**src/cpu_interrupt_acceptance_pkg.sv**
```systemverilog
// Constants for the CPU interrupt acceptance and exception-return block.
// Assumes a 32-bit PC and a single CPU clock domain.
package cpu_interrupt_acceptance_pkg;

	// ==========================================================
	// Status word field positions
	// ==========================================================
	localparam int STATUS_PRIV_POS  = 30;
	localparam int STATUS_BANK_POS  = 29;
	localparam int STATUS_BLOCK_POS = 28;
	localparam int STATUS_MASK_LSB  = 4;
	localparam int MASK_W           = 4;
	localparam int CODE_W           = 12;

	// ==========================================================
	// Reset values
	// ==========================================================
	localparam logic [31:0] STATUS_RESET      = 32'h700000f0;
	localparam logic [31:0] VECTOR_BASE_RESET = 32'h00000000;
	localparam logic [31:0] RESET_VECTOR      = 32'ha0000000;

	// ==========================================================
	// Vector offsets and event codes
	// ==========================================================
	localparam logic [31:0] GENERAL_EXC_OFFSET = 32'h00000100;
	localparam logic [31:0] INTERRUPT_OFFSET   = 32'h00000600;
	localparam logic [CODE_W-1:0] NMI_CODE     = 12'h1c0;
	localparam logic [CODE_W-1:0] LEVEL_BASE   = 12'h200;
	localparam logic [CODE_W-1:0] LEVEL_STEP   = 12'h020;
	localparam logic [CODE_W-1:0] DEBUG_CODE   = 12'h5e0;
	localparam logic [MASK_W-1:0] DEBUG_LEVEL  = 4'hf;

	// ==========================================================
	// CPU state pin codes
	// ==========================================================
	localparam logic [1:0] CPU_STATE_NORMAL = 2'h0;
	localparam logic [1:0] CPU_STATE_RESET  = 2'h3;

	// ==========================================================
	// APB register byte offsets
	// ==========================================================
	localparam logic [7:0] ADDR_STATUS_WORD  = 8'h00;
	localparam logic [7:0] ADDR_SAVED_PC     = 8'h04;
	localparam logic [7:0] ADDR_SAVED_STATUS = 8'h08;
	localparam logic [7:0] ADDR_VECTOR_BASE  = 8'h0c;
	localparam logic [7:0] ADDR_INT_CODE     = 8'h10;
	localparam logic [7:0] ADDR_INT_CODE_2   = 8'h14;
	localparam logic [7:0] ADDR_EXC_CODE     = 8'h18;
	localparam logic [7:0] ADDR_PC           = 8'h1c;

	// Source taken in a cycle
	typedef enum logic [2:0] {
		SRC_NONE, SRC_NMI, SRC_LEVEL, SRC_CTRL, SRC_DEBUG
	} source_e;

endpackage : cpu_interrupt_acceptance_pkg

```
**src/cpu_interrupt_acceptance.sv**
```systemverilog
// CPU-side interrupt acceptance, exception entry and exception return.
// Assumes the pipeline marks instruction boundaries and supplies the PCs
// needed for the saved PC; the interrupt controller presents one request.
//
// Functional notes
// - NMI edge saves PC, status, code 1c0
// - NMI ignores mask, top priority, blocked
// - Level inputs taken when above mask, unblocked
// - Level code is 200 plus level times 20
// - Accepted level never written into mask
// - Direct pin request above mask, unblocked
// - Port pin request above mask, unblocked
// - Peripheral request above mask, unblocked
// - Debug command taken when mask below 15
// - Acceptance sets block, privilege, bank; vector 600
// - Return restores PC and status, branches
// - Block defers requests until block clears
// - Sleep or standby accepts despite block
// - No user break trap while blocked
// - Blocked exception branches to reset vector
// - Blocked reset: reset pin idle, state pins reset
// - Re-executing exceptions save faulting or branch PC
// - Completed types save next or target PC
// - Reset values of base, status and PC
//
// Chosen here: the register offsets and register access over APB.
`timescale 1ns/100ps

module cpu_interrupt_acceptance
	import cpu_interrupt_acceptance_pkg::*;
(
	// Clock, reset, enable
	input  wire logic                 i_clock,
	input  wire logic                 i_rst,
	input  wire logic                 i_enable,
	// APB slave
	input  wire logic                 i_psel,
	input  wire logic                 i_penable,
	input  wire logic                 i_pwrite,
	input  wire logic [7:0]           i_paddr,
	input  wire logic [31:0]          i_pwdata,
	output logic      [31:0]          o_prdata,
	output logic                      o_pready,
	output logic                      o_pslverr,
	// Pipeline
	input  wire logic                 i_boundary,
	input  wire logic                 i_sleep,
	input  wire logic [31:0]          i_cur_pc,
	input  wire logic [31:0]          i_next_pc,
	input  wire logic                 i_in_delay_slot,
	input  wire logic                 i_cond_branch,
	input  wire logic                 i_cond_failed,
	input  wire logic [31:0]          i_branch_pc,
	input  wire logic [31:0]          i_branch_target,
	input  wire logic [31:0]          i_delay_slot_pc,
	input  wire logic                 i_return_from_exception,
	// Exceptions
	input  wire logic                 i_exc_req,
	input  wire logic                 i_exc_reexec,
	input  wire logic                 i_exc_user_break,
	input  wire logic [CODE_W-1:0]    i_exc_code,
	// Interrupt sources
	input  wire logic                 i_nmi,
	input  wire logic [MASK_W-1:0]    i_encoded_level_inputs,
	input  wire logic                 i_ctrl_req,
	input  wire logic [MASK_W-1:0]    i_ctrl_level,
	input  wire logic [CODE_W-1:0]    i_ctrl_code,
	input  wire logic                 i_debug_port_cmd,
	// Control flow and state out
	output logic                      o_branch,
	output logic      [31:0]          o_branch_addr,
	output logic                      o_ctrl_accept,
	output logic      [31:0]          o_status_word,
	output logic                      o_reset_output_pin,
	output logic                      o_cpu_state_pin_low,
	output logic                      o_cpu_state_pin_high
);

	// ==========================================================
	// State
	// ==========================================================
	logic [31:0]       status_word;
	logic [31:0]       saved_pc;
	logic [31:0]       saved_status;
	logic [31:0]       vector_base;
	logic [31:0]       pc;
	logic [CODE_W-1:0] interrupt_event_code;
	logic [CODE_W-1:0] interrupt_event_code_second;
	logic [CODE_W-1:0] exception_event_code;
	logic              nmi_prev;
	logic              nmi_pending;
	logic              debug_pending;
	logic [1:0]        cpu_state;

	// ==========================================================
	// Decode of the current status word
	// ==========================================================
	logic              block_bit;
	logic [MASK_W-1:0] mask_level;
	logic              may_accept;
	logic [CODE_W-1:0] level_code;
	logic              nmi_edge;
	logic              apb_write;
	logic              apb_setup;

	assign block_bit  = status_word[STATUS_BLOCK_POS];
	assign mask_level = status_word[STATUS_MASK_LSB +: MASK_W];
	// Sleep keeps the door open even with the block bit set
	assign may_accept = i_boundary && (!block_bit || i_sleep);
	assign level_code = LEVEL_BASE
		+ CODE_W'(i_encoded_level_inputs) * LEVEL_STEP;
	assign nmi_edge   = i_nmi && !nmi_prev;
	assign apb_write  = i_psel && i_penable && o_pready && i_pwrite;
	assign apb_setup  = i_psel && !i_penable;

	// ==========================================================
	// Source selection, fixed priority
	// ==========================================================
	source_e           take;
	logic [CODE_W-1:0] take_code;
	logic              exc_blocked;
	logic              exc_take;
	logic [31:0]       exc_saved_pc;
	logic [31:0]       int_saved_pc;

	// Exceptions and return precede interrupts at the same boundary
	always_comb
	begin
		take      = SRC_NONE;
		take_code = NMI_CODE;
		if (!may_accept || i_exc_req || i_return_from_exception)
			take = SRC_NONE;
		else if (nmi_pending || nmi_edge)
			take = SRC_NMI;
		else if (mask_level < i_encoded_level_inputs)
		begin
			take      = SRC_LEVEL;
			take_code = level_code;
		end
		else if (i_ctrl_req && mask_level < i_ctrl_level)
		begin
			take      = SRC_CTRL;
			take_code = i_ctrl_code;
		end
		else if (debug_pending && mask_level < DEBUG_LEVEL)
		begin
			take      = SRC_DEBUG;
			take_code = DEBUG_CODE;
		end
	end

	// Blocked user break is dropped; other blocked exceptions reset
	assign exc_blocked = i_boundary && i_exc_req && block_bit && !i_exc_user_break;
	assign exc_take    = i_boundary && i_exc_req && !block_bit;

	// Saved PC for exceptions by type and delay-slot position
	always_comb
	begin
		if (i_exc_reexec)
		begin
			if (i_in_delay_slot)
				exc_saved_pc = i_cond_failed ? i_delay_slot_pc : i_branch_pc;
			else
				exc_saved_pc = i_cur_pc;
		end
		else if (i_cond_branch)
			exc_saved_pc = i_cond_failed ? i_delay_slot_pc : i_branch_target;
		else
			exc_saved_pc = i_next_pc;
	end

	// Interrupts are completed-type: resume after the boundary
	always_comb
	begin
		if (i_cond_branch)
			int_saved_pc = i_cond_failed ? i_delay_slot_pc : i_branch_target;
		else
			int_saved_pc = i_next_pc;
	end

	// ==========================================================
	// Status word: hardware events win over a software write
	// ==========================================================
	always_ff @(posedge i_clock or posedge i_rst)
	begin
		if (i_rst)
			status_word <= STATUS_RESET;
		else if (i_enable)
		begin
			if (exc_take || take != SRC_NONE)
			begin
				// Mask field left alone on purpose
				status_word[STATUS_BLOCK_POS] <= 1'b1;
				status_word[STATUS_PRIV_POS]  <= 1'b1;
				status_word[STATUS_BANK_POS]  <= 1'b1;
			end
			else if (i_boundary && i_return_from_exception && !exc_blocked)
				status_word <= saved_status;
			else if (apb_write && i_paddr == ADDR_STATUS_WORD)
				status_word <= i_pwdata;
		end
	end

	// ==========================================================
	// Saved PC, saved status and event codes
	// ==========================================================
	always_ff @(posedge i_clock or posedge i_rst)
	begin
		if (i_rst)
		begin
			saved_pc                    <= 32'h00000000;
			saved_status                <= 32'h00000000;
			interrupt_event_code        <= 12'h000;
			interrupt_event_code_second <= 12'h000;
			exception_event_code        <= 12'h000;
		end
		else if (i_enable)
		begin
			// Blocked exceptions leave these untouched (contents undefined)
			if (exc_take)
			begin
				saved_pc             <= exc_saved_pc;
				saved_status         <= status_word;
				exception_event_code <= i_exc_code;
			end
			else if (take != SRC_NONE)
			begin
				saved_pc                    <= int_saved_pc;
				saved_status                <= status_word;
				interrupt_event_code        <= take_code;
				interrupt_event_code_second <= take_code;
			end
			else if (apb_write)
			begin
				// Handlers reload spilled copies here with block set first
				if (i_paddr == ADDR_SAVED_PC)
					saved_pc <= i_pwdata;
				if (i_paddr == ADDR_SAVED_STATUS)
					saved_status <= i_pwdata;
			end
		end
	end

	// ==========================================================
	// Vector base
	// ==========================================================
	always_ff @(posedge i_clock or posedge i_rst)
	begin
		if (i_rst)
			vector_base <= VECTOR_BASE_RESET;
		else if (i_enable && apb_write && i_paddr == ADDR_VECTOR_BASE)
			vector_base <= i_pwdata;
	end

	// ==========================================================
	// Program counter and branch request
	// ==========================================================
	always_ff @(posedge i_clock or posedge i_rst)
	begin
		if (i_rst)
		begin
			pc            <= RESET_VECTOR;
			o_branch      <= 1'b1;
			o_branch_addr <= RESET_VECTOR;
		end
		else if (i_enable)
		begin
			o_branch <= 1'b0;
			if (exc_blocked)
			begin
				pc            <= RESET_VECTOR;
				o_branch      <= 1'b1;
				o_branch_addr <= RESET_VECTOR;
			end
			else if (exc_take)
			begin
				pc            <= vector_base + GENERAL_EXC_OFFSET;
				o_branch      <= 1'b1;
				o_branch_addr <= vector_base + GENERAL_EXC_OFFSET;
			end
			else if (i_boundary && i_return_from_exception)
			begin
				pc            <= saved_pc;
				o_branch      <= 1'b1;
				o_branch_addr <= saved_pc;
			end
			else if (take != SRC_NONE)
			begin
				pc            <= vector_base + INTERRUPT_OFFSET;
				o_branch      <= 1'b1;
				o_branch_addr <= vector_base + INTERRUPT_OFFSET;
			end
			else if (i_boundary)
				pc <= i_next_pc;
		end
	end

	// ==========================================================
	// Pending edge and command flags; a new event beats the clear
	// ==========================================================
	always_ff @(posedge i_clock or posedge i_rst)
	begin
		if (i_rst)
		begin
			nmi_prev      <= 1'b0;
			nmi_pending   <= 1'b0;
			debug_pending <= 1'b0;
		end
		else if (i_enable)
		begin
			nmi_prev <= i_nmi;
			// Edge captured while blocked is held off, not lost
			if (nmi_edge && !(take == SRC_NMI && !nmi_pending))
				nmi_pending <= 1'b1;
			else if (take == SRC_NMI)
				nmi_pending <= 1'b0;
			if (i_debug_port_cmd)
				debug_pending <= 1'b1;
			else if (take == SRC_DEBUG)
				debug_pending <= 1'b0;
		end
	end

	// ==========================================================
	// Controller acknowledge and CPU state pins
	// ==========================================================
	always_ff @(posedge i_clock or posedge i_rst)
	begin
		if (i_rst)
		begin
			o_ctrl_accept <= 1'b0;
			cpu_state     <= CPU_STATE_RESET;
		end
		else if (i_enable)
		begin
			o_ctrl_accept <= (take == SRC_CTRL);
			// Reset code shown until the next instruction boundary
			if (exc_blocked)
				cpu_state <= CPU_STATE_RESET;
			else if (i_boundary)
				cpu_state <= CPU_STATE_NORMAL;
		end
	end

	// Reset output pin never asserted by this block
	always_ff @(posedge i_clock or posedge i_rst)
	begin
		if (i_rst)
			o_reset_output_pin <= 1'b0;
		else
			o_reset_output_pin <= 1'b0;
	end

	assign o_cpu_state_pin_low  = cpu_state[0];
	assign o_cpu_state_pin_high = cpu_state[1];
	assign o_status_word        = status_word;

	// ==========================================================
	// APB slave: no wait states; read data comes from a flop loaded in the setup cycle
	// ==========================================================
	always_ff @(posedge i_clock or posedge i_rst)
	begin
		if (i_rst)
		begin
			o_pready  <= 1'b0;
			o_pslverr <= 1'b0;
			o_prdata  <= 32'h00000000;
		end
		else if (i_enable)
		begin
			o_pready  <= apb_setup;
			o_pslverr <= 1'b0;
			o_prdata  <= 32'h00000000;
			if (apb_setup)
			begin
				unique case (i_paddr)
					ADDR_STATUS_WORD:  o_prdata <= status_word;
					ADDR_SAVED_PC:     o_prdata <= saved_pc;
					ADDR_SAVED_STATUS: o_prdata <= saved_status;
					ADDR_VECTOR_BASE:  o_prdata <= vector_base;
					ADDR_INT_CODE:     o_prdata <= 32'(interrupt_event_code);
					ADDR_INT_CODE_2:   o_prdata <= 32'(interrupt_event_code_second);
					ADDR_EXC_CODE:     o_prdata <= 32'(exception_event_code);
					ADDR_PC:           o_prdata <= pc;
					default:           o_pslverr <= 1'b1;
				endcase
			end
		end
	end

endmodule : cpu_interrupt_acceptance

```
**config.mk**
```make
export PLATFORM = sky130hd
export DESIGN_NAME = cpu_interrupt_acceptance
export DESIGN_NICKNAME = d
export VERILOG_FILES = /design/src/cpu_interrupt_acceptance_pkg.sv /design/src/cpu_interrupt_acceptance.sv
export SDC_FILE = /design/constraint.sdc
export NUM_CORES = 1
export LEC_CHECK = 0
export BUFFER_PORTS_ARGS = -buffer_cell sky130_fd_sc_hd__buf_2
export CAP_MARGIN = 20
export CELL_PAD_IN_SITES_DETAIL_PLACEMENT = 0
export CELL_PAD_IN_SITES_GLOBAL_PLACEMENT = 1
export CORE_MARGIN = 5
export CORE_UTILIZATION = 38
export CTS_BUF_LIST = sky130_fd_sc_hd__clkbuf_8 sky130_fd_sc_hd__clkbuf_16
export CTS_CLUSTER_SIZE = 28
export DETAILED_ROUTE_END_ITERATION = 10
export GPL_TIMING_DRIVEN = 0
export PLACE_DENSITY_LB_ADDON = 0.1
export SYNTH_ARGS = -nofsm -noshare
export SYNTH_HDL_FRONTEND = slang
export SYNTH_SLANG_ARGS = --single-unit
export TNS_END_PERCENT = 10
```
**constraint.sdc**
```tcl
create_clock -name i_clock -period 11.85 [get_ports i_clock]
set_input_delay 0.5925 -clock i_clock [delete_from_list [all_inputs] [get_ports i_clock]]
set_output_delay 0.5925 -clock i_clock [all_outputs]
set_load 0.1 [all_outputs]
```
# Yosys cells after proc, flatten, opt, wreduce, memory -nomap -nowiden

Cells that the tools add are included.

Add/subtract/negate cells: 3
Magnitude comparators: 3
Equality and inequality tests: 10
Multiplexer cells: 49
Bitwise gates (word level): 2
Reduce and logical (&&, ||, !) cells: 57

Operator list:

| operator               | number |
|---|---|
| $mux 32                | 25 |
| $pmux 32 s7            | 1 |
| $mux 12                | 4 |
| $add 32x11->32 const B | 1 |
| $add 32x9->32 const B  | 1 |
| $eq 8x5->1 const B     | 4 |
| $logic_and 1x1->1      | 19 |
| $mux 3                 | 6 |
| $eq 8x4->1 const B     | 2 |
| $reduce_bool 3->1      | 5 |
| $reduce_and 2->1       | 7 |
| $reduce_and 3->1       | 4 |
| $add 10x9->11 const A  | 1 |
| $mux 11                | 1 |
| $mux 1                 | 10 |
| $eq 8x3->1 const B     | 1 |
| $logic_not 1->1        | 8 |
| $logic_not 8->1        | 1 |
| $lt 4x4->1             | 2 |
| $reduce_bool 2->1      | 4 |
| $reduce_or 8->1        | 1 |
| $logic_or 1x1->1       | 5 |
| $reduce_bool 5->1      | 1 |
| $lt 4x4->1 const B     | 1 |
| 7 further kinds        | 9 |

Bits in registers: 257
Input port bits: 250
Output and inout bits: 103
Logic and storage cells: 142

# Logic depth before layout (Yosys ltp)

Gate-level depths: netlist (run 1).

Word-level depth: 13
Depth in mapped cells: 11

# Worst setup path after synthesis (run 1)

Ideal clock, no wire load.

Kind: register -> register
Start: reg status_word[6] (netlist: o_status_word[6])
End: reg saved_pc[22]
Arrival time: 3176 ps
Data required time: 11725 ps
Setup slack: 8550 ps
Stages on the path, launching flop included: 10
Buffers on the path: 2
Path through: dfstp_2 ha_1 o21ai_0 nor2b_1 or4b_4 o31a_1 buf_2 o21ai_2 buf_2 mux2_2

Longest elaborated chain between the ends: 10

RTL lines:

| what                                                   | RTL line                        | text |
|---|---|---|
| start, declared                                        | cpu_interrupt_acceptance.sv:82  | `logic [31:0] status_word;` |
| start signal, assigned                                 | cpu_interrupt_acceptance.sv:198 | `status_word <= saved_status;` |
| start signal, assigned                                 | cpu_interrupt_acceptance.sv:200 | `status_word <= i_pwdata;` |
| $lt 4x4->1                                             | cpu_interrupt_acceptance.sv:145 | `else if (debug_pending && mask_level < DEBUG_LEVEL)` |
| $logic_and 1x1->1                                      | cpu_interrupt_acceptance.sv:145 |  |
| $mux 3                                                 | cpu_interrupt_acceptance.sv:145 |  |
| $mux 3                                                 | cpu_interrupt_acceptance.sv:140 | `else if (i_ctrl_req && mask_level < i_ctrl_level)` |
| $mux 3 (*)                                             | cpu_interrupt_acceptance.sv:135 | `else if (mask_level < i_encoded_level_inputs)` |
| $mux 3 (*)                                             | cpu_interrupt_acceptance.sv:133 | `else if (nmi_pending \|\| nmi_edge)` |
| $mux 3 (*)                                             | cpu_interrupt_acceptance.sv:131 | `if (!may_accept \|\| i_exc_req \|\| i_return_from_exception)` |
| $reduce_bool 3->1 (*)                                  | cpu_interrupt_acceptance.sv:226 | `else if (take != SRC_NONE)` |
| $reduce_bool 3->1 (no line) or $mux 32 (tied branches) | n/a                             |  |
| $reduce_and 3->1 (no line) or $mux 32 (tied branches)  | n/a                             |  |
| end signal, assigned                                   | cpu_interrupt_acceptance.sv:222 | `saved_pc <= exc_saved_pc;` |
| end signal, assigned                                   | cpu_interrupt_acceptance.sv:228 | `saved_pc <= int_saved_pc;` |
| end signal, assigned                                   | cpu_interrupt_acceptance.sv:237 | `saved_pc <= i_pwdata;` |
| end, declared                                          | cpu_interrupt_acceptance.sv:83  | `logic [31:0] saved_pc;` |

Mark *: on every way between the ends. The rest lies on a longest branch, timed or not.
A chain may end at the register's enable or synchronous reset.

# Worst setup path in the final report (run 1)

Start: reg status_word[6] (netlist: o_status_word[6])
End: reg pc[6]

Longest elaborated chain between the ends: 12

RTL lines:

| what                  | RTL line                        | text |
|---|---|---|
| $lt 4x4->1            | cpu_interrupt_acceptance.sv:145 |  |
| $logic_and 1x1->1     | cpu_interrupt_acceptance.sv:145 |  |
| $mux 3                | cpu_interrupt_acceptance.sv:145 |  |
| $mux 3                | cpu_interrupt_acceptance.sv:140 |  |
| $mux 3 (*)            | cpu_interrupt_acceptance.sv:135 |  |
| $mux 3 (*)            | cpu_interrupt_acceptance.sv:133 |  |
| $mux 3 (*)            | cpu_interrupt_acceptance.sv:131 |  |
| $reduce_bool 3->1 (*) | cpu_interrupt_acceptance.sv:287 | `else if (take != SRC_NONE)` |
| $mux 32               | cpu_interrupt_acceptance.sv:287 |  |
| $mux 32               | cpu_interrupt_acceptance.sv:281 | `else if (i_boundary && i_return_from_exception)` |
| $mux 32               | cpu_interrupt_acceptance.sv:275 | `else if (exc_take)` |
| $mux 32               | cpu_interrupt_acceptance.sv:269 | `if (exc_blocked)` |
| end signal, assigned  | cpu_interrupt_acceptance.sv:277 | `pc <= vector_base + GENERAL_EXC_OFFSET;` |
| end signal, assigned  | cpu_interrupt_acceptance.sv:283 | `pc <= saved_pc;` |
| end signal, assigned  | cpu_interrupt_acceptance.sv:289 | `pc <= vector_base + INTERRUPT_OFFSET;` |
| end, declared         | cpu_interrupt_acceptance.sv:86  | `logic [31:0] pc;` |

Marks and branches as above.

==> qor.yml, run 1 <==
run_status:
  status: "finished clean"
clocking:
  clkTransAtPathRegs_ns: 0.07
  postCtsHoldBufs: 1
  cts_tree: "yes"
  post_cts_resized: 0
  root_buffer: "clkbuf_16"
  cts_buffer_depth: 3
  cts_buffers: 30
  insertion_delay_ns: 0.59
  htreeDepth: 1
  post_cts_buffers: 0
  clock-sinks: 256
timing:
  rsz0062_at_grt: "false"
  setup_viol: 0
  fmax_mhz: 257.5
  finClkSkew_ns: 0.009972
  period_minus_slack_ns: 3.884
  slew_headroom_pct: 26.25
  tightestPinTransition_ns: 1.106
  slew_violations: 0
  fin_crit_sh_pct: 32.77
  fin_tns_setup_ns: 0
  hold_violations: 0
synthesis:
  async_flop_share_pct: 100.0
  synth_edf_count: 0
  yosysUniqueCellTypes: 61
  avgSynthCellArea_um2: 8.846
  synthTopCellsByArea: "dfrtp_1, mux2_2, mux2i_1, o21ai_0, nand2_1"
  synth-warning-count: 0
  synthFlopType: "dfrtp_1"
  synth_top_cell_area_share_pct: 39.57
  synth_top_cell_by_area: "dfrtp_1"
  post-synth-top-count-cell: "dfrtp_1"
  synthesis.nets: 1996
  syn_inst: 1737
  synth_area_mm2: 0.01537
  synth_common_cells: "dfrtp_1, nand2_1, o21ai_0"
  ys_seq_area_share_pct: 41.80
  ys_ff_latch: 256
critical_path:
  r2r-start: "o_status_word[6]$_DFFE_PP1P_"
  critPathKind: "reg -> reg"
  endpoint_kind: "register"
  r2r_slack_ns: 7.97
  crit_chain: "ha_1 > o21ai_0 > nor2b_1 > or4b_4 > o21ai_1 > clkbuf_1 > nand2_1 > a31oi_1 > a21o_1"
  start_kind: "register"
  reg2reg_depth: 9
  critPathMaxStageDelay_ns: 0.76
  worstReg2RegEnd: "pc[6]$_DFFE_PP0P_"
  path_max_fanout: 10
  cp_slowest_cell: "o21ai_1"
  critPathRequiredTime_ns: 12.38
  cp.arrival_ns: 4.41
power_and_ir_drop:
  netSwitchingPower_w: 0.001554
  clkPwrFrac_pct: 29.3
  powerDensity_mw_per_mm2: 192.6
  combPwrFrac_pct: 34.2
  internal_power_w: 0.002104
  vdd_ir_drop_max_mv: 0.1244
  total_power_w: 0.003658
  switching_share_pct: 42.48
  pwr-share-seq_pct: 36.5
  power.leakage_nw: 8.796
global_route:
  grt_usage_pct: 32.79
  grt-ovfl-total: 0
  grt_start_max_net_pins: 122
  grt_pass1_wl_mm: 108.2
  grt_pass1_vias: 15560
  antenna_found_initial: 2
floorplanning:
  io-pin-count: 353
  die_x_um: 211.1
  die_h_um: 211.1
  rows: 73
  dieArea_mm2: 0.04456
  start_util_pct: 38.50
  fp.coreArea_mm2: 0.03991
worst_hold_path:
  hp-class: "in -> reg"
  min_from: "i_exc_code[6]"
  holdPathEnd: "exception_event_code[6]$_DFFE_PP0P_"
  min_path_cells: 2
drt:
  wl_mm: 75.97
  vias: 15790
  final_antenna_net_count: 0
  post-route-drc-count: 0
  wl_per_cell_um: 28.50
  drt-vias-per-instance: 5.923
  initialDrtViolationCount: 1685
  drtPass1Iterations: 8
finish:
  fin_area_mm2: 0.01899
  final_nets: 2378
  area_growth_pct: 23.61
  final_layout_size_suffix_gt1_share_pct: 24.95
placement:
  place_area_mm2: 0.01783
  gp_congestion: 0.9862
  numPortBuffers: 344
  hpwlAfterDp_mm: 58.77
job:
  cap_violations: 0
[routing by layer]
layer,track usage [%],vias up,wire length (um)
li1,-,7052,-
met1,45.48,7836,32470
met2,52.05,758,34330
met3,5.406,143,5759
met4,11.76,2,3382
met5,0,-,20
[state kept, by name (all words and copies together), names as in the netlist]
name and cells:
interrupt_event_code_second 12, o_pready 1, o_status_word 32, cpu_state 1, o_pslverr 1, nmi_pending 1, saved_pc 32, pc 32
o_ctrl_accept 1, vector_base 32, o_branch_addr 32, exception_event_code 12, o_branch 1, saved_status 32, o_prdata 32, debug_pending 1
nmi_prev 1
[final cells by class]
type,count,area [um2]
flip-flops and latches,256,6422
inverters,85,326.6
clock buffers,35,819.5
repair buffers,350,1822
diodes,1,2.502
well taps,525,656.9
clock inverters,18,307.8
plain buffers,153,608.1
fillers,4033,20920
multi-input cells,1243,8029
[worst max-delay path, delay by kind of cell (launching register included)]
family | cells | cell delay (ns)
compound gates | 4 | 1.24
simple gates | 3 | 0.97
flops | 1 | 0.65
fa+ha+maj | 1 | 0.23
buf+inv | 1 | 0.73
[cells in the final DEF, fill, tap and decap left out, types with 9 or more instances in the layout]
cell	instances
buf_2	359
dfrtp_1	243
nand2_1	203
o21ai_0	163
nor2_1	145
clkbuf_1	122
a21oi_1	111
mux2i_1	91
inv_1	87
mux2_2	83
o22ai_1	75
a211oi_1	30
a221oi_1	30
clkbuf_16	30
o211ai_1	27
a22oi_1	25
o31ai_1	24
xnor2_1	20
a21o_1	19
xor2_1	19
nor3_1	16
nand4_1	15
dfstp_2	13
nand3_1	12
buf_1	12
and3_1	12
mux4_2	12
a31oi_1	11
nor4_1	9
ha_1	9
[kinds of logic (layout without fill, tap and decap cells)]
| kind of cell | count (synthesis) | count (layout) | synth area share (%) |
|---|---|---|---|
| xor gates and xnor gates | 39 | 39 | 2.223 |
| muxes | 186 | 186 | 13.77 |
| AOI/OAI and AO/OA | 561 | 561 | 22.94 |
| buffers and inverters | 238 | 641 | 6.034 |
| adders and majority gates | 9 | 9 | 0.7329 |
| and+or+nand+nor | 447 | 447 | 12.48 |
| other | 1 | 2 | 0.02440 |
| DFF | 256 | 256 | 41.80 |
[metrics by stage]
stage               setup WS, ns  hold WS, ns  utilization (%)  cells
detailed placement         7.973       0.4648            44.66   2609
CTS                        8.038       0.2167            47.51   2663
floorplan                  4.237       0.4376                -   1737
global route               7.880       0.2306            47.58   2665
global placement          0.8207       0.4586            44.46   2606
finish                     7.966       0.2364            47.59   2666
[power groups by stage]
stage / clock network [W] / registers, W / logic, W
after global placement: 0 / 0.00134 / 0.00123
after floorplan: 0 / 0.00169 / 0.000478
after global routing: 0.00111 / 0.00135 / 0.00133
after detailed placement: 0 / 0.00134 / 0.00124
after CTS: 0.00108 / 0.00132 / 0.00125
final: 0.00107 / 0.00134 / 0.00125
[how the worst max path moves through the flow]
stage | start | end | slack, ns | cells after the start
floorplan | i_rst | debug_pending$_DFFE_PP0P_ | 4.24 | 1
global placement | i_rst | o_prdata[25]$_DFFE_PP0P_ | 0.82 | 2
detailed placement | i_ctrl_level[3] | saved_status[23]$_DFFE_PP0P_ | 7.97 | 11
CTS | o_status_word[6]$_DFFE_PP1P_ | saved_status[23]$_DFFE_PP0P_ | 8.04 | 9
global route | o_status_word[6]$_DFFE_PP1P_ | pc[6]$_DFFE_PP0P_ | 7.88 | 9
finish | o_status_word[6]$_DFFE_PP1P_ | pc[6]$_DFFE_PP0P_ | 7.97 | 9
(Power assumes the default switching activity.)
==> inputs of run 2 (changes only) <==
ABC_AREA = 1   (was unset)
CORE_UTILIZATION = 35   (was 38)
clock period = 3.3 ns   (was 11.85 ns; I/O delays follow)
==> qor.yml, run 2 <==
global_route:
  grt_pass1_wl_mm: 126.8  # +17%
  grt_start_max_net_pins: 43  # -65%
  grt_use_met2_pct: 52.46  # +0.41 points
  grt_usage_pct: 33.32  # +0.53 points
  grt_pass1_vias: 18870  # +21%
  grt.met1_usage_pct: 46.77  # +1.3 points
  grtUsageMet3_pct: 6.939  # +1.5 points
  antenna_found_initial: 3  # +1
  grt-ovfl-total: 0  # unchanged
  grt.busiest_layer: "met2"
critical_path:
  cp-endpoint: "o_branch_addr[10]$_DFFE_PP0P_"
  path_max_fanout: 10  # unchanged
  cp_slowest_cell: "dfstp_2"
  crit_path_start: "o_status_word[7]$_DFFE_PP1P_"
  crit_chain: "ha_1 > nand2_1 > inv_1 > nand2_1 > nand2_2 > nand3_2 > nand2_2 > nand2_4 > nand2_2 > buf_4 > o211ai_1 > nand2_1"
  critPathRequiredTime_ns: 3.80  # -8.58 ns
  reg2reg_depth: 12  # +3
  endpoint_kind: "register"
  critPathMaxStageDelay_ns: 0.68  # -0.08 ns
  r2r-start: "o_status_word[7]$_DFFE_PP1P_"
  critPathKind: "reg -> reg"
  start_kind: "register"
  cp.arrival_ns: 3.71  # -0.70 ns
  r2r_slack_ns: 0.09  # -7.88 ns
  worstReg2RegEnd: "o_branch_addr[10]$_DFFE_PP0P_"
synthesis:
  ys_ff_latch: 256  # unchanged
  synth_compound_area_share_pct: 14.84  # -8.1 points
  post-synth-top-count-cell: "nand2_1"
  yosysUniqueCellTypes: 39  # -36%
  synth_edf_count: 0  # unchanged
  synth_xor_area_share_pct: 1.014  # -1.2 points
  avgSynthCellArea_um2: 6.660  # -25%
  synth_area_mm2: 0.01642  # +6.8%
  synth_top_cell_area_share_pct: 37.04  # -2.5 points
  synth_common_cells: "nand2_1, dfrtp_1, nand3_1"
  synth_top_family_by_area: "simple AND/OR/NAND/NOR gates"
  synth-warning-count: 0  # unchanged
  syn_inst: 2465  # +42%
  async_flop_share_pct: 100.0  # unchanged
  synthSimpleGateAreaFrac_pct: 35.36  # +23 points
  ys_seq_area_share_pct: 39.12  # -2.7 points
  synthTopCellsByArea: "dfrtp_1, nand2_1, nand3_1, o21ai_0, inv_1"
  synth_top_cell_by_area: "dfrtp_1"
  yosys-mux-area-fraction_pct: 0.8917  # -13 points
  synthesis.nets: 2724  # +36%
  synthFlopType: "dfrtp_1"
  synth_adder_area_share_pct: 0.6859  # -0.047 points
power_and_ir_drop:
  total_power_w: 0.01295  # +250%
  power.leakage_nw: 11.24  # +28%
  vdd_ir_drop_max_mv: 0.8363  # +570%
  powerDensity_mw_per_mm2: 624.1  # +220%
timing:
  slew_violations: 0  # unchanged
  hold_ws_ns: 0.02577  # -0.2107 ns
  fin_crit_sh_pct: 97.25  # +64 points
  period_minus_slack_ns: 3.209  # -0.6744 ns
  setup_viol: 0  # unchanged
  rsz0062_at_grt: "false"
  finClkSkew_ns: 0.01760  # +0.007624 ns
  hold_violations: 0  # unchanged
  fmax_mhz: 311.6  # +21%
  tightestPinTransition_ns: 0.9929  # -0.1133 ns
  slew_headroom_pct: 33.81  # +7.6 points
finish:
  fill_cells: 5002  # +24%
  final_nets: 3174  # +33%
  final_common_cell: "nand2_1"
  ff_latch_area_mm2: 0.006422  # unchanged
  area_growth_pct: 26.41
  final_layout_size_suffix_gt1_share_pct: 17.87  # -7.1 points
  multiInputGateArea_mm2: 0.008671  # +8.0%
  final_cell_mix: "nand2_1, buf_2, dfrtp_1"
  final_cells: 3547  # +33%
floorplanning:
  start_util_pct: 35.34  # -3.2 points
  dieArea_mm2: 0.05134  # +15%
  die_h_um: 226.6  # +7.3%
  rows: 79  # +8.2%
  fp.coreArea_mm2: 0.04646  # +16%
  io-pin-count: 353  # unchanged
  die_x_um: 226.6  # +7.3%
run_status:
  status: "finished clean"
drt:
  post-route-drc-count: 0  # unchanged
  wl_mm: 88.02  # +16%
  wl_per_cell_um: 24.81  # -13%
  drt-vias-per-instance: 5.407  # -8.7%
  initialDrtViolationCount: 2121  # +26%
  vias: 19180  # +21%
  drtPass1Iterations: 8  # unchanged
  final_antenna_net_count: 0  # unchanged
clocking:
  cts_buffers: 31  # +3.3%
  post_cts_buffers: 0  # unchanged
  insertion_delay_ns: 0.58  # about the same
  htreeDepth: 1  # unchanged
  clock-sinks: 256  # unchanged
  cts_buffer_depth: 3  # unchanged
  cts_tree: "yes"
  clkTransAtPathRegs_ns: 0.06  # about the same
  root_buffer: "clkbuf_16"
job:
  cap_violations: 0  # unchanged
placement:
  place_inst: 3428  # +31%
  hpwlAfterDp_mm: 71.61  # +22%
  gp_congestion: 0.9853  # about the same
  numPortBuffers: 349  # +1.5%
worst_hold_path:
  hp-class: "in -> reg"
run 2: cell type report:
cell class | count | share of cell area (%)
Antenna cell | 2 | 0.02412
Buffer | 150 | 3.105
Clock buffer | 40 | 4.335
Clock inverter | 16 | 0.8200
Inverter | 181 | 3.292
Multi-Input combinational cell | 1878 | 41.78
Sequential cell | 256 | 30.95
Tap cell | 607 | 3.660
Timing Repair Buffer | 417 | 12.03
run 2: per-layer routing:
layer / up-vias / share of wire, %
met5: - / 0.016
met4: 4 / 3.2
met3: 156 / 9.6
met2: 1060 / 44
met1: 9000 / 43
li1: 8957 / -
run 2: cells by family after synthesis:
group / Yosys count
simple gates: 1406
mux: 13
compound gates: 430
buf+inv: 331
fa+ha+maj: 9
xor+xnor: 19
flops: 256
other cells: 1
run 2: worst min-delay path by stage:
stage / start / depth (start not counted) / slack [ns] / end
after floorplan: i_debug_port_cmd / 2 / 0.28 / debug_pending$_DFFE_PP0P_
after global placement: i_debug_port_cmd / 3 / 0.39 / debug_pending$_DFFE_PP0P_
after detailed placement: i_rst / 2 / 0.26 / interrupt_event_code_second[6]$_DFFE_PP0P_
after CTS: i_next_pc[14] / 5 / 0.003 / pc[14]$_DFFE_PP0P_
after global routing: i_encoded_level_inputs[3] / 3 / 0.04 / interrupt_event_code_second[8]$_DFFE_PP0P_
final: i_encoded_level_inputs[3] / 3 / 0.03 / interrupt_event_code_second[8]$_DFFE_PP0P_
run 2: what timing repair did:
action / CTS / global route
setup endpoints to repair: 0 / 0
hold buffers: 61 / 0
hold endpoints to repair: 111 / 0
gates resized for setup: 0 / 0
run 2: per-stage QoR:
step | setup TNS, ns | utilization, % | cell area (um2) | setup slack [ns]
2_1_floorplan | -54.92 | - | 16420 | -0.2260
3_3_place_gp | -511.71 | 40.74 | 18930 | -2.115
3_5_place_dp | 0 | 41.04 | 19070 | 0.1799
4_1_cts | 0 | 44.66 | 20750 | 0.1504
5_1_grt | 0 | 44.66 | 20750 | 0.01896
6_report | 0 | 44.67 | 20750 | 0.09087
run 2: worst max-delay path: cells and delay by family, from the launching register on:
family,cells,cell delay (ns)
AND/OR/NAND/NOR,8,1.71
flip-flops,1,0.68
buffers and inverters,2,0.30
AO/OA/AOI/OAI,1,0.22
adder cells (fa/ha/maj),1,0.20
run 2: power by group:
group          switching, W  internal (W)
registers          0.000703       0.00394
logic               0.00360       0.00109
clock network       0.00142       0.00220
